### src/hw/qos_pkg.sv
package qos_pkg;
	localparam logic [7:0] ADDR_CTRL = 8'h00;
	localparam logic [7:0] ADDR_WEIGHT = 8'h04;
	localparam logic [7:0] ADDR_PCP = 8'h08;
	localparam logic [7:0] ADDR_DSCP0 = 8'h10;
	localparam logic [7:0] ADDR_DSCP1 = 8'h14;
	localparam logic [7:0] ADDR_DSCP2 = 8'h18;
	localparam logic [7:0] ADDR_DSCP3 = 8'h1c;
	localparam logic [7:0] ADDR_STATUS = 8'h20;
	localparam int CTRL_MODE_LSB = 0;
	localparam int CTRL_STRICT_BIT = 2;
	localparam int CTRL_JUMBO_BIT = 3;
	localparam int CTRL_BULKQ_LSB = 4;
	localparam int CTRL_BULK_BIT = 6;
	localparam int STATUS_DROP_LSB = 16;
	localparam logic [1:0] MODE_OFF = 2'h0;
	localparam logic [1:0] MODE_PCP = 2'h1;
	localparam logic [1:0] MODE_DSCP = 2'h2;
	localparam logic [1:0] MODE_BAD = 2'h3;
	localparam logic [1:0] Q_LOW = 2'h0;
	localparam logic [1:0] Q_NORMAL = 2'h1;
	localparam logic [1:0] Q_MEDIUM = 2'h2;
	localparam logic [1:0] Q_HIGH = 2'h3;
	localparam logic [2:0] PCP_UNTAGGED = 3'h0;
	localparam logic [15:0] WEIGHT_RST = 16'h8421;
	localparam logic [15:0] PCP_RST = 16'hfa41;
	localparam logic STRICT_RST = 1'b0;
	localparam logic [1:0] MODE_RST = MODE_OFF;

	function automatic logic [127:0] dscp_default();
		logic [127:0] r;
		logic [1:0] q;
		r = '0;
		for (int i = 0; i < 64; i++) begin
			q = Q_NORMAL;
			if (i % 2 == 0 && i >= 8 && i <= 16) q = Q_LOW;
			if (i % 2 == 0 && i >= 26 && i <= 42) q = Q_MEDIUM;
			if (i == 46 || i == 48 || i == 56) q = Q_HIGH;
			r[2*i +: 2] = q;
		end
		return r;
	endfunction : dscp_default

	localparam logic [127:0] DSCP_RST = dscp_default();
endpackage : qos_pkg

### src/hw/qos_sched.sv
`timescale 1ns/1ps
`default_nettype none
module qos_sched (
	input wire logic clk_i,
	input wire logic rstn_i,
	input wire logic [3:0] nonempty_i,
	input wire logic wrr_i,
	input wire logic [15:0] weights_i,
	input wire logic take_i,
	output logic valid_o,
	output logic [1:0] sel_o
);
	typedef struct packed {
		logic [1:0] cur;
		logic [3:0] cnt;
	} sch_t;
	sch_t s;
	sch_t next_s;

	// zero weight would starve a queue forever, so it counts as one
	function automatic logic [3:0] wt(logic [15:0] w, logic [1:0] q);
		logic [3:0] v;
		v = w[{q, 2'h0} +: 4];
		return (v == 4'h0) ? 4'h1 : v;
	endfunction : wt

	function automatic logic [1:0] highest(logic [3:0] ne);
		logic [1:0] h;
		h = 2'h0;
		for (int k = 0; k < 4; k++) begin
			if (ne[k]) h = 2'(k);
		end
		return h;
	endfunction : highest

	function automatic logic [1:0] next_lower(logic [3:0] ne, logic [1:0] from);
		logic [1:0] r;
		logic [1:0] q;
		logic found;
		r = from;
		found = 1'b0;
		for (int k = 1; k <= 4; k++) begin
			q = from - 2'(k);
			if (ne[q] && !found) begin
				r = q;
				found = 1'b1;
			end
		end
		return r;
	endfunction : next_lower

	always_comb begin
		next_s = s;
		valid_o = |nonempty_i;
		if (!wrr_i) begin
			sel_o = highest(nonempty_i);
		end else if (nonempty_i[s.cur] && s.cnt < wt(weights_i, s.cur)) begin
			sel_o = s.cur;
		end else begin
			sel_o = next_lower(nonempty_i, s.cur);
		end
		if (take_i) begin
			if (sel_o == s.cur && s.cnt < wt(weights_i, s.cur)) begin
				next_s.cnt = s.cnt + 4'h1;
			end else begin
				next_s.cur = sel_o;
				next_s.cnt = 4'h1;
			end
		end
	end

	always_ff @(posedge clk_i or negedge rstn_i) begin
		if (!rstn_i) begin
			s <= '0;
		end else begin
			s <= next_s;
		end
	end
endmodule : qos_sched
`default_nettype wire

### src/hw/qos_classify_queue_sched.sv
`timescale 1ns/1ps
`default_nettype none
module qos_classify_queue_sched #(
	parameter int DEPTH = 16,
	parameter int IDW = 16
) (
	input wire logic clk_i,
	input wire logic rstn_i,
	input wire logic wb_cyc_i,
	input wire logic wb_stb_i,
	input wire logic wb_we_i,
	input wire logic [7:0] wb_adr_i,
	input wire logic [3:0] wb_sel_i,
	input wire logic [31:0] wb_dat_i,
	output logic [31:0] wb_dat_o,
	output logic wb_ack_o,
	input wire logic in_valid_i,
	input wire logic [IDW-1:0] in_id_i,
	input wire logic in_ipv4_i,
	input wire logic in_tagged_i,
	input wire logic [2:0] in_pcp_i,
	input wire logic [5:0] in_dscp_i,
	output logic drop_o,
	input wire logic out_ready_i,
	output logic out_valid_o,
	output logic [IDW-1:0] out_id_o,
	output logic [1:0] out_queue_o
);
	localparam int AW = $clog2(DEPTH);
	localparam int TW = AW + 3;
	localparam int CTRL_MODE_LSB_W = qos_pkg::CTRL_MODE_LSB;

	typedef struct packed {
		logic wb_ack;
		logic [31:0] wb_dat;
		logic [1:0] mode;
		logic strict_sel;
		logic jumbo;
		logic [15:0] weights;
		logic [15:0] pcp_map;
		logic [127:0] dscp_map;
		logic [3:0][DEPTH-1:0][IDW-1:0] mem;
		logic [3:0][AW-1:0] rd;
		logic [3:0][AW-1:0] wr;
		logic [3:0][AW:0] cnt;
		logic out_valid;
		logic [IDW-1:0] out_id;
		logic [1:0] out_queue;
		logic drop;
		logic [15:0] drop_cnt;
	} st_t;

	st_t s;
	st_t next_s;
	logic [3:0] nonempty;
	logic sch_valid;
	logic [1:0] sch_sel;
	logic pop;

	function automatic logic [31:0] wb_merge(logic [31:0] old, logic [31:0] nw, logic [3:0] sel);
		logic [31:0] r;
		r = old;
		for (int b = 0; b < 4; b++) begin
			if (sel[b]) r[8*b +: 8] = nw[8*b +: 8];
		end
		return r;
	endfunction : wb_merge

	// occupancy ceiling per class: lower classes hit their ceiling first
	function automatic logic [TW-1:0] adm_limit(logic [1:0] q);
		return TW'((int'(q) + 2) * DEPTH);
	endfunction : adm_limit

	function automatic logic [31:0] ctrl_read(st_t t);
		logic [31:0] r;
		r = '0;
		r[CTRL_MODE_LSB_W +: 2] = t.mode;
		r[qos_pkg::CTRL_STRICT_BIT] = t.strict_sel;
		r[qos_pkg::CTRL_JUMBO_BIT] = t.jumbo;
		return r;
	endfunction : ctrl_read

	always_comb begin
		for (int k = 0; k < 4; k++) begin
			nonempty[k] = (s.cnt[k] != '0);
		end
		pop = sch_valid && (!s.out_valid || out_ready_i);
	end

	qos_sched sched (
		.clk_i(clk_i),
		.rstn_i(rstn_i),
		.nonempty_i(nonempty),
		.wrr_i(!s.strict_sel),
		.weights_i(s.weights),
		.take_i(pop),
		.valid_o(sch_valid),
		.sel_o(sch_sel)
	);

	always_comb begin
		logic [31:0] w;
		logic [1:0] cls;
		logic [1:0] bq;
		logic [2:0] pcp;
		logic [TW-1:0] total;
		logic [1:0] nmode;
		w = '0;
		cls = qos_pkg::Q_NORMAL;
		bq = '0;
		pcp = '0;
		nmode = '0;
		next_s = s;
		next_s.wb_ack = 1'b0;
		next_s.drop = 1'b0;

		// register slave: one wait state, unmapped reads give zero
		if (wb_cyc_i && wb_stb_i && !s.wb_ack) begin
			next_s.wb_ack = 1'b1;
			case (wb_adr_i)
				qos_pkg::ADDR_CTRL: next_s.wb_dat = ctrl_read(s);
				qos_pkg::ADDR_WEIGHT: next_s.wb_dat = {16'h0000, s.weights};
				qos_pkg::ADDR_PCP: next_s.wb_dat = {16'h0000, s.pcp_map};
				qos_pkg::ADDR_DSCP0: next_s.wb_dat = s.dscp_map[31:0];
				qos_pkg::ADDR_DSCP1: next_s.wb_dat = s.dscp_map[63:32];
				qos_pkg::ADDR_DSCP2: next_s.wb_dat = s.dscp_map[95:64];
				qos_pkg::ADDR_DSCP3: next_s.wb_dat = s.dscp_map[127:96];
				qos_pkg::ADDR_STATUS: begin
					next_s.wb_dat = '0;
					next_s.wb_dat[3:0] = nonempty;
					next_s.wb_dat[qos_pkg::STATUS_DROP_LSB +: 16] = s.drop_cnt;
				end
				default: next_s.wb_dat = '0;
			endcase
			if (wb_we_i) begin
				case (wb_adr_i)
					qos_pkg::ADDR_CTRL: begin
						w = wb_merge(ctrl_read(s), wb_dat_i, wb_sel_i);
						nmode = w[CTRL_MODE_LSB_W +: 2];
						if (nmode != qos_pkg::MODE_BAD) next_s.mode = nmode;
						next_s.jumbo = w[qos_pkg::CTRL_JUMBO_BIT];
						// wrr refused while jumbo frames are on
						next_s.strict_sel = w[qos_pkg::CTRL_STRICT_BIT]
							| w[qos_pkg::CTRL_JUMBO_BIT];
						bq = w[qos_pkg::CTRL_BULKQ_LSB +: 2];
						if (wb_sel_i[0] && w[qos_pkg::CTRL_BULK_BIT]) begin
							if (next_s.mode == qos_pkg::MODE_PCP) begin
								next_s.pcp_map = {8{bq}};
							end else if (next_s.mode == qos_pkg::MODE_DSCP) begin
								next_s.dscp_map = {64{bq}};
							end
						end
					end
					qos_pkg::ADDR_WEIGHT: begin
						w = wb_merge({16'h0000, s.weights}, wb_dat_i, wb_sel_i);
						next_s.weights = w[15:0];
					end
					qos_pkg::ADDR_PCP: begin
						w = wb_merge({16'h0000, s.pcp_map}, wb_dat_i, wb_sel_i);
						next_s.pcp_map = w[15:0];
					end
					qos_pkg::ADDR_DSCP0: next_s.dscp_map[31:0] =
						wb_merge(s.dscp_map[31:0], wb_dat_i, wb_sel_i);
					qos_pkg::ADDR_DSCP1: next_s.dscp_map[63:32] =
						wb_merge(s.dscp_map[63:32], wb_dat_i, wb_sel_i);
					qos_pkg::ADDR_DSCP2: next_s.dscp_map[95:64] =
						wb_merge(s.dscp_map[95:64], wb_dat_i, wb_sel_i);
					qos_pkg::ADDR_DSCP3: next_s.dscp_map[127:96] =
						wb_merge(s.dscp_map[127:96], wb_dat_i, wb_sel_i);
					default: next_s.wb_dat = '0;
				endcase
			end
		end

		// classification, with the tables as they stood before this cycle
		pcp = in_tagged_i ? in_pcp_i : qos_pkg::PCP_UNTAGGED;
		case (s.mode)
			qos_pkg::MODE_OFF: cls = qos_pkg::Q_NORMAL;
			qos_pkg::MODE_PCP: begin
				if (in_ipv4_i) cls = s.pcp_map[{pcp, 1'b0} +: 2];
				else cls = qos_pkg::Q_NORMAL;
			end
			qos_pkg::MODE_DSCP: begin
				if (in_ipv4_i) cls = s.dscp_map[{in_dscp_i, 1'b0} +: 2];
				else cls = qos_pkg::Q_NORMAL;
			end
			default: cls = qos_pkg::Q_NORMAL;
		endcase

		// admission: a full queue or a busy switch drops low classes first
		total = TW'(s.cnt[0]) + TW'(s.cnt[1]) + TW'(s.cnt[2]) + TW'(s.cnt[3]);
		if (in_valid_i) begin
			if (s.cnt[cls] != (AW+1)'(DEPTH) && total < adm_limit(cls)) begin
				next_s.mem[cls][s.wr[cls]] = in_id_i;
				next_s.wr[cls] = s.wr[cls] + AW'(1);
				next_s.cnt[cls] = s.cnt[cls] + (AW+1)'(1);
			end else begin
				next_s.drop = 1'b1;
				if (s.drop_cnt != 16'hffff) next_s.drop_cnt = s.drop_cnt + 16'h0001;
			end
		end

		// egress stage; a full queue refuses even if it drains this cycle
		if (pop) begin
			next_s.out_valid = 1'b1;
			next_s.out_queue = sch_sel;
			next_s.out_id = s.mem[sch_sel][s.rd[sch_sel]];
			next_s.rd[sch_sel] = s.rd[sch_sel] + AW'(1);
			next_s.cnt[sch_sel] = next_s.cnt[sch_sel] - (AW+1)'(1);
		end else if (out_ready_i) begin
			next_s.out_valid = 1'b0;
		end
	end

	always_ff @(posedge clk_i or negedge rstn_i) begin
		if (!rstn_i) begin
			s <= '0;
			s.mode <= qos_pkg::MODE_RST;
			s.strict_sel <= qos_pkg::STRICT_RST;
			s.weights <= qos_pkg::WEIGHT_RST;
			s.pcp_map <= qos_pkg::PCP_RST;
			s.dscp_map <= qos_pkg::DSCP_RST;
		end else begin
			s <= next_s;
		end
	end

	always_comb begin
		wb_ack_o = s.wb_ack;
		wb_dat_o = s.wb_dat;
		drop_o = s.drop;
		out_valid_o = s.out_valid;
		out_id_o = s.out_id;
		out_queue_o = s.out_queue;
	end
endmodule : qos_classify_queue_sched
`default_nettype wire

### config.mk
export PLATFORM = sky130hd
export DESIGN_NAME = qos_classify_queue_sched
export DESIGN_NICKNAME = d
export VERILOG_FILES = /design/src/hw/qos_pkg.sv /design/src/hw/qos_sched.sv /design/src/hw/qos_classify_queue_sched.sv
export SDC_FILE = /design/constraint.sdc
export NUM_CORES = 2
export LEC_CHECK = 0
export ABC_CLOCK_PERIOD_IN_PS = 5600
export BUFFER_PORTS_ARGS = -buffer_cell sky130_fd_sc_hd__buf_2
export CAP_MARGIN = 20
export CORE_ASPECT_RATIO = 1.25
export CORE_MARGIN = 8
export CORE_UTILIZATION = 39
export DETAILED_ROUTE_END_ITERATION = 6
export MAX_ROUTING_LAYER = met4
export SLEW_MARGIN = 20
export SYNTH_ARGS = -nofsm -noshare
export SYNTH_HDL_FRONTEND = slang
export SYNTH_HIERARCHICAL = 1
export SYNTH_SLANG_ARGS = --single-unit
### constraint.sdc
create_clock -name clk_i -period 5.6 [get_ports clk_i]
set_input_delay 0.84 -clock clk_i [delete_from_list [all_inputs] [get_ports clk_i]]
set_output_delay 0.84 -clock clk_i [all_outputs]
set_load 0.02 [all_outputs]
# Yosys cells after proc, flatten, opt, wreduce, memory -nomap -nowiden
# Index checks and enable logic that the tools add are counted.
# classes
addsub,13
order_cmp,13
n_eq_ne,37
shift,3
mux,98
bitwise_logic,3
reduce_logical,57
# op_table
cell,n
1024-bit bitwise mux,1
256-bit binary-select mux with 2-bit select,1
256-bit demux with 2-bit select,1
256-bit 2-to-1 mux,2
128-bit 2-to-1 mux,2
32-bit case mux with 2 select lines,4
32-bit case mux with 8 select lines,1
197-bit 2-to-1 mux,1
196-bit 2-to-1 mux,1
144-bit 2-to-1 mux,1
128-bit by 8-bit indexed part select with 2-bit output,1
7-bit AND reduction,16
16-bit 2-to-1 mux,5
16-bit binary-select mux with 4-bit select,1
16-bit demux with 4-bit select,1
20-bit 2-to-1 mux,3
8-bit 2-to-1 mux,6
2-bit != test (second input constant),23
20-bit bitwise mux,2
17-bit 2-to-1 mux,2
16-bit bitwise mux,2
8-bit by 5-bit equality test with 1-bit output (second input constant),4
32-bit 2-to-1 mux,1
16-bit case mux with 2 select lines,1
53 further kinds,141
# totals
register_bits,1315
input_bits,78
output_inout_bits,53
word_cells,332

# Depth between registers and ports, before layout
# depth
depth_word,28
mapped_depth,24

# By module
# The synthesis kept the hierarchy.
# modules_own_cells
module,n_inst,cells_each,area_each_um2,seq_area_each_um2
qos_classify_queue_sched,1,4704,63413.3,32849.0
qos_sched,1,97,828.3,150.1

# Worst setup path after synthesis
# Ideal clock, no wire load.
# synth_path
path_kind,reg-to-reg
startpoint,register sched/s[4] (netlist name)
endpoint,register s (netlist bit out_id_o[15])
setup_ns,0.134
arrival_ns,5.216
slack_ns,0.250
path_stages_with_launch,20
synth_period_minus_slack_ns,5.350
cell_sequence,dfrtp_1 buf_6 mux4_1 inv_1 ha_1 o21a_1 o21ai_0 nand2b_1 a21bo_2 and2_1 a211oi_1 clkbuf_1 buf_1 buf_1 mux4_2 mux2_2 o211ai_1 o21ai_0 a21oi_1 o21ai_0
# synth_between
elab_chain_len,25
word_cells_on_any_way,43
cone_classes,add/sub: 3; order compare: 1; shift: 1; mux: 30; reduce/logical: 8
# synth_rtl
item,line,source
start: declaration,qos_sched.sv:17,sch_t s;
start signal: assignment,qos_sched.sv:76,s <= next_s;
2-bit by 1-bit subtractor with 2-bit output,qos_sched.sv:43,q = from - 2'(k);
1-bit binary-select mux with 2-bit select,qos_sched.sv:44,if (ne[q] && !found) begin
1-bit 2-to-1 mux (not written as such),qos_sched.sv:44,
1-bit 2-to-1 mux,qos_sched.sv:44,
1-bit 2-to-1 mux,qos_sched.sv:57,"end else if (nonempty_i[s.cur] && s.cnt < wt(weights_i, s.cur)) begin"
1-bit 2-to-1 mux,qos_sched.sv:55,if (!wrr_i) begin
1-bit zero test,qos_sched.sv:44,
1-bit logical AND,qos_sched.sv:44,
[10 not listed],n/a,
2-bit 2-to-1 mux,qos_sched.sv:44,
2-bit 2-to-1 mux *,qos_sched.sv:57,
2-bit 2-to-1 mux *,qos_sched.sv:55,
via sch_sel[0],qos_classify_queue_sched.sv:57,logic [1:0] sch_sel;
256-bit binary-select mux with 2-bit select or 4-bit binary-select mux with 2-bit select (tied branches),qos_classify_queue_sched.sv:207,next_s.out_id = s.mem[sch_sel][s.rd[sch_sel]];
256-bit 2-to-1 mux (not written as such) or 4-bit 2-to-1 mux (tied branches),qos_classify_queue_sched.sv:207,
16-bit binary-select mux with 4-bit select *,qos_classify_queue_sched.sv:207,
16-bit 2-to-1 mux (not written as such) *,qos_classify_queue_sched.sv:207,
end signal: assignment,qos_classify_queue_sched.sv:224,s <= next_s;
end: declaration,qos_classify_queue_sched.sv:53,st_t s;
# Mark *: on every way through the listed nets, which the timed path passes. The rest lies on a longest branch. The select of a mux whose other input is x is not followed.
# A chain may end at the register's enable or synchronous reset.

# Worst setup path in the final report
# layout_path
startpoint,register sched/s[4] (netlist name)
endpoint,register s (netlist bit out_id_o[6])
# The elaborated chain is that of the path after synthesis.

==> reports/qor.txt <==
STA
----------------------------------------------------------------------------------------
Number of endpoints failing setup at the final stage ......................            0
Transition time at the pin with the least slew margin .....................     1.226 ns
Relative slew slack .......................................................       18.24%
RSZ-0062 raised after global routing ......................................        false
Crit path time final ......................................................     5.363 ns
Max Clock Skew ............................................................   0.03330 ns
Tcrit/Tclk final ..........................................................       95.76%
Number of hold-slack violations in the final timing report ................           12
Post-route setup TNS ......................................................         0 ns
Hold slack ................................................................  -0.05002 ns
Fmax ......................................................................    186.5 MHz
Final Max Tran Viols ......................................................            0

WORST SETUP PATH
----------------------------------------------------------------------------------------
Critical-path maximum fanout ..............................................           12
Endpoint arrival time on the critical path ................................      6.06 ns
Crit path required time ...................................................      6.30 ns
Kind of start point of the critical path ..................................    flip-flop
Critical path class ....................................................... flip-flop to flip-flop
Crit end category .........................................................    flip-flop

SYNTH
----------------------------------------------------------------------------------------
Number of distinct library cells after synthesis ..........................          105
Share of flip-flops with an asynchronous set or reset after synthesis .....       100.0%
Synth Net Count ...........................................................         4909
Cell types with the largest area share after synthesis .................... sky130_fd_sc_hd__dfrtp_1 48%, sky130_fd_sc_hd__mux2_2 19%, sky130_fd_sc_hd__mux4_2 9.7%
Top cell type by total area after synthesis ............................... sky130_fd_sc_hd__dfrtp_1
Synth top area share ......................................................       48.34%
Share of the yosys chip area belonging to registers .......................       51.37%
Synthesized area per cell .................................................    13.38 um2
Predominant post-synthesis flop cell ...................................... sky130_fd_sc_hd__dfrtp_1
Yosys warnings ............................................................            6
Area of the mapped netlist ................................................    64240 um2
Number of enable-type register cells in the synthesized netlist ...........            0
Post-synthesis cell count .................................................         4801
Post-synthesis register bit count .........................................         1315

DETAILED ROUTING
----------------------------------------------------------------------------------------
Antenna violation net count after detailed routing ........................            0
Final routed wire length divided by cell count ............................     24.82 um
Vias post-DR ..............................................................        40510
Number of search-and-repair iterations in the first detailed-routing pass .            7
Number of DRC violations after detailed-routing iteration 0 ...............         2855
Drc violations ............................................................            3
Routed wire length ........................................................    177800 um
Via density per instance ..................................................        5.654

PLACE
----------------------------------------------------------------------------------------
Gpl congestion ............................................................       0.9343
Total half-perimeter wirelength after legalization and detailed placement .    112700 um
Buffers added on ports ....................................................          130

CLOCK NETWORK
----------------------------------------------------------------------------------------
Clock-pin slew on the worst setup and hold paths ..........................      0.06 ns
Deepest level of the CTS H-tree ...........................................            4
Root buffer cell .......................................................... sky130_fd_sc_hd__clkbuf_16
Maximum count of clock buffers along a single path ........................            3
Inserted Clock Buffers ....................................................          142
CTS tree ..................................................................         done
Number of clock sinks seen by CTS .........................................         1315
Later-pin clock latency in the skew report ................................      0.79 ns

FLOORPLANNING
----------------------------------------------------------------------------------------
Count of boundary I/O pins ................................................          131
Die H .....................................................................     469.8 um
Horizontal die dimension ..................................................     379.0 um
Die outline area ..........................................................   178000 um2
Row cnt ...................................................................          166
Core region area ..........................................................   163700 um2
Initial Util ..............................................................       39.25%

RUN STATUS
----------------------------------------------------------------------------------------
Failing checks ............................................................ DRC, hold timing
Status .................................................................... complete, but fails checks

FINAL LAYOUT
----------------------------------------------------------------------------------------
Post-layout net count .....................................................         4974
Util after Layout .........................................................       44.75%
Ratio of cells with drive above 1 in the final layout .....................       43.42%
FF/Latch Area .............................................................    33000 um2
Area occupied by multi-input gates ........................................    28840 um2
Area Overhead vs Synth ....................................................       14.02%
Fill cells ................................................................        14930

GLOBAL ROUTING
----------------------------------------------------------------------------------------
Largest net degree at the start of global routing .........................          139
GRT Total Usage ...........................................................       20.40%
Overflow left after global routing ........................................            0
First-pass GRT wire length ................................................    272400 um
Antenna violations before repair ..........................................            8
Via count of the first global-routing pass ................................        42650

POWER AND IR DROP
----------------------------------------------------------------------------------------
Power density of the placed cells ......................................... 521.7 nW/um2
Static power due to leakage ...............................................     33.75 nW
Largest vdd supply drop ...................................................     785.0 uV

MIN PATH
----------------------------------------------------------------------------------------
Class of the tightest hold or removal check ............................... input pin to async pin

FLOW RUN
----------------------------------------------------------------------------------------
Max-Cap Viols .............................................................            0

## per-stage QoR
step           setup WS [ns]  power, W  hold WS [ns]  cell area [um2]  instances
4_1_cts              0.04376   0.03837       0.02362            73080       7150
2_1_floorplan         0.2498   0.02242        0.4422            64240       4801
5_1_grt             0.006381   0.04017       0.02995            73250       7164
3_3_place_gp         0.07560   0.02844        0.4560            68240       6895
6_report              0.2375   0.03821      -0.05002            73250       7165
3_5_place_dp         0.09951   0.02855        0.4636            68250       6895
## critical path: stages (launching register included)
cell,delay (ns)
sky130_fd_sc_hd__dfrtp_1,0.45
sky130_fd_sc_hd__mux4_1,0.64
sky130_fd_sc_hd__inv_1,0.09
sky130_fd_sc_hd__ha_1,0.22
sky130_fd_sc_hd__o21a_1,0.17
sky130_fd_sc_hd__o21ai_0,0.14
sky130_fd_sc_hd__nand2b_1,0.09
sky130_fd_sc_hd__a21bo_2,0.21
sky130_fd_sc_hd__and2_1,0.19
sky130_fd_sc_hd__a211oi_4,0.36
sky130_fd_sc_hd__mux4_4,0.77
sky130_fd_sc_hd__buf_4,0.27
sky130_fd_sc_hd__buf_4,0.22
sky130_fd_sc_hd__mux2i_1,0.14
sky130_fd_sc_hd__a211oi_1,0.61
sky130_fd_sc_hd__a21oi_1,0.10
sky130_fd_sc_hd__nor2_1,0.35
sky130_fd_sc_hd__a21oi_1,0.07
sky130_fd_sc_hd__o21ai_0,0.14
## Yosys cell counts (5+ instances only)
cell type	instances
sky130_fd_sc_hd__a22o_1	39
sky130_fd_sc_hd__buf_4	81
sky130_fd_sc_hd__nor2_4	7
sky130_fd_sc_hd__mux2i_1	127
sky130_fd_sc_hd__nor2_2	41
sky130_fd_sc_hd__o21ai_0	162
sky130_fd_sc_hd__a211oi_1	53
sky130_fd_sc_hd__clkbuf_1	249
sky130_fd_sc_hd__a222oi_1	8
sky130_fd_sc_hd__a22oi_1	32
sky130_fd_sc_hd__nand2_2	9
sky130_fd_sc_hd__o211ai_1	21
sky130_fd_sc_hd__ha_1	21
sky130_fd_sc_hd__fa_1	9
sky130_fd_sc_hd__mux2_2	1080
sky130_fd_sc_hd__nand4_1	7
sky130_fd_sc_hd__o21ai_1	13
sky130_fd_sc_hd__and3_1	10
sky130_fd_sc_hd__buf_2	50
sky130_fd_sc_hd__buf_1	56
sky130_fd_sc_hd__inv_1	59
sky130_fd_sc_hd__mux4_1	12
sky130_fd_sc_hd__or3_1	7
sky130_fd_sc_hd__nand3_1	35
sky130_fd_sc_hd__and2_1	13
sky130_fd_sc_hd__nor2_1	172
sky130_fd_sc_hd__buf_6	17
sky130_fd_sc_hd__a21oi_1	322
sky130_fd_sc_hd__nand2_1	223
sky130_fd_sc_hd__mux2_1	6
sky130_fd_sc_hd__nor3b_1	5
sky130_fd_sc_hd__nor3_1	14
sky130_fd_sc_hd__dfstp_2	74
sky130_fd_sc_hd__xnor2_1	16
sky130_fd_sc_hd__mux4_2	278
sky130_fd_sc_hd__xor2_1	11
sky130_fd_sc_hd__dfrtp_1	1241
sky130_fd_sc_hd__o21a_1	14
sky130_fd_sc_hd__a221oi_1	14
sky130_fd_sc_hd__o22ai_1	16
sky130_fd_sc_hd__nand2b_1	12
sky130_fd_sc_hd__a31oi_1	13
sky130_fd_sc_hd__nor2b_1	46
## worst paths after layout
| check | start | endpoint | slack, ns | depth (start not counted) |
|---|---|---|---|---|
| min in group clk_i | wb_dat_i[5] | s[1261]$_DFFE_PN1P_ | 0.33 | 2 |
| hold / removal | rstn_i | wb_dat_o[23]$_DFFE_PN0P_ | -0.05 | 1 |
| setup / recovery | sched/s[4]$_DFFE_PN0P_ | out_id_o[6]$_DFFE_PN0P_ | 0.24 | 18 |
| setup reg to reg | sched/s[4]$_DFFE_PN0P_ | out_id_o[6]$_DFFE_PN0P_ | 0.24 | 18 |
| hold reg to reg | wb_dat_o[14]$_DFFE_PN0P_ | wb_dat_o[14]$_DFFE_PN0P_ | 0.48 | 2 |
| max in group asynchronous | rstn_i | s[396]$_DFFE_PN0P_ | 4.02 | 2 |
## cell usage in the layout (no fill, tap or decap), drive strengths merged, types with 9 or more instances in the layout
master,count
nand3,37
nand2b,13
a22o,39
fa,9
nand4,10
a31oi,17
dfstp,74
o22ai,17
and2,13
mux2i,130
a211oi,54
clkbuf,223
inv,70
o21a,14
nand2,232
xor2,11
o21ai,179
nor3,16
ha,21
clkinv,15
nor2,220
buf,378
a21oi,323
a221oi,17
a22oi,33
and3,10
o211ai,21
mux2,1088
xnor2,17
nor2b,46
dfrtp,1241
mux4,292
## sequential cells by signal (all words and copies together) (netlist names)
name         flops
drop_o           1
out_id_o        16
out_queue_o      2
out_valid_o      1
s             1256
sched/s          6
wb_ack_o         1
wb_dat_o        32
## report_power, final
group / switching, W / internal, W / leakage (nW)
clock: 0.00396 / 0.00572 / 2.37
combinational: 0.0102 / 0.00711 / 13.6
sequential: 0.000644 / 0.0106 / 17.8
## area by class of cell
class	count	area share, %
Clock buffer	222	5.926
Inverter	61	0.3160
Timing Repair Buffer	379	4.921
Antenna cell	4	0.01367
Clock inverter	33	0.6645
Sequential cell	1315	45.05
Tap cell	2184	3.731
Multi-Input combinational cell	2967	39.38
## timing repair
action	CTS	global route
setup endpoints to repair	0	205
resized for setup	0	11
buffers inserted	0	9
hold buffers	0	0
## cells by family (layout without fill, tap and decap cells)
kind of cell / after synthesis / count (layout) / share of synthesized area (%)
AND/OR/NAND/NOR: 636 / 636 / 4.818
multiplexers: 1510 / 1510 / 31.47
adder cells (fa/ha/maj): 30 / 30 / 0.6895
flip-flops: 1315 / 1315 / 51.37
AO/OA/AOI/OAI: 763 / 763 / 7.393
XOR/XNOR: 28 / 28 / 0.3934
other: 0 / 4 / 0
buffers and inverters: 519 / 695 / 3.870
## layer usage
metal  up-vias  global-route usage, %  share of wire, %
met2      1105                  32.85                49
met1     21320                  25.61                42
li1      17710                      -                 -
met3       371                  3.529               5.0
met5         -                      -                 0
met4         0                  8.132               4.3
Power figures use the tool's default switching activity.
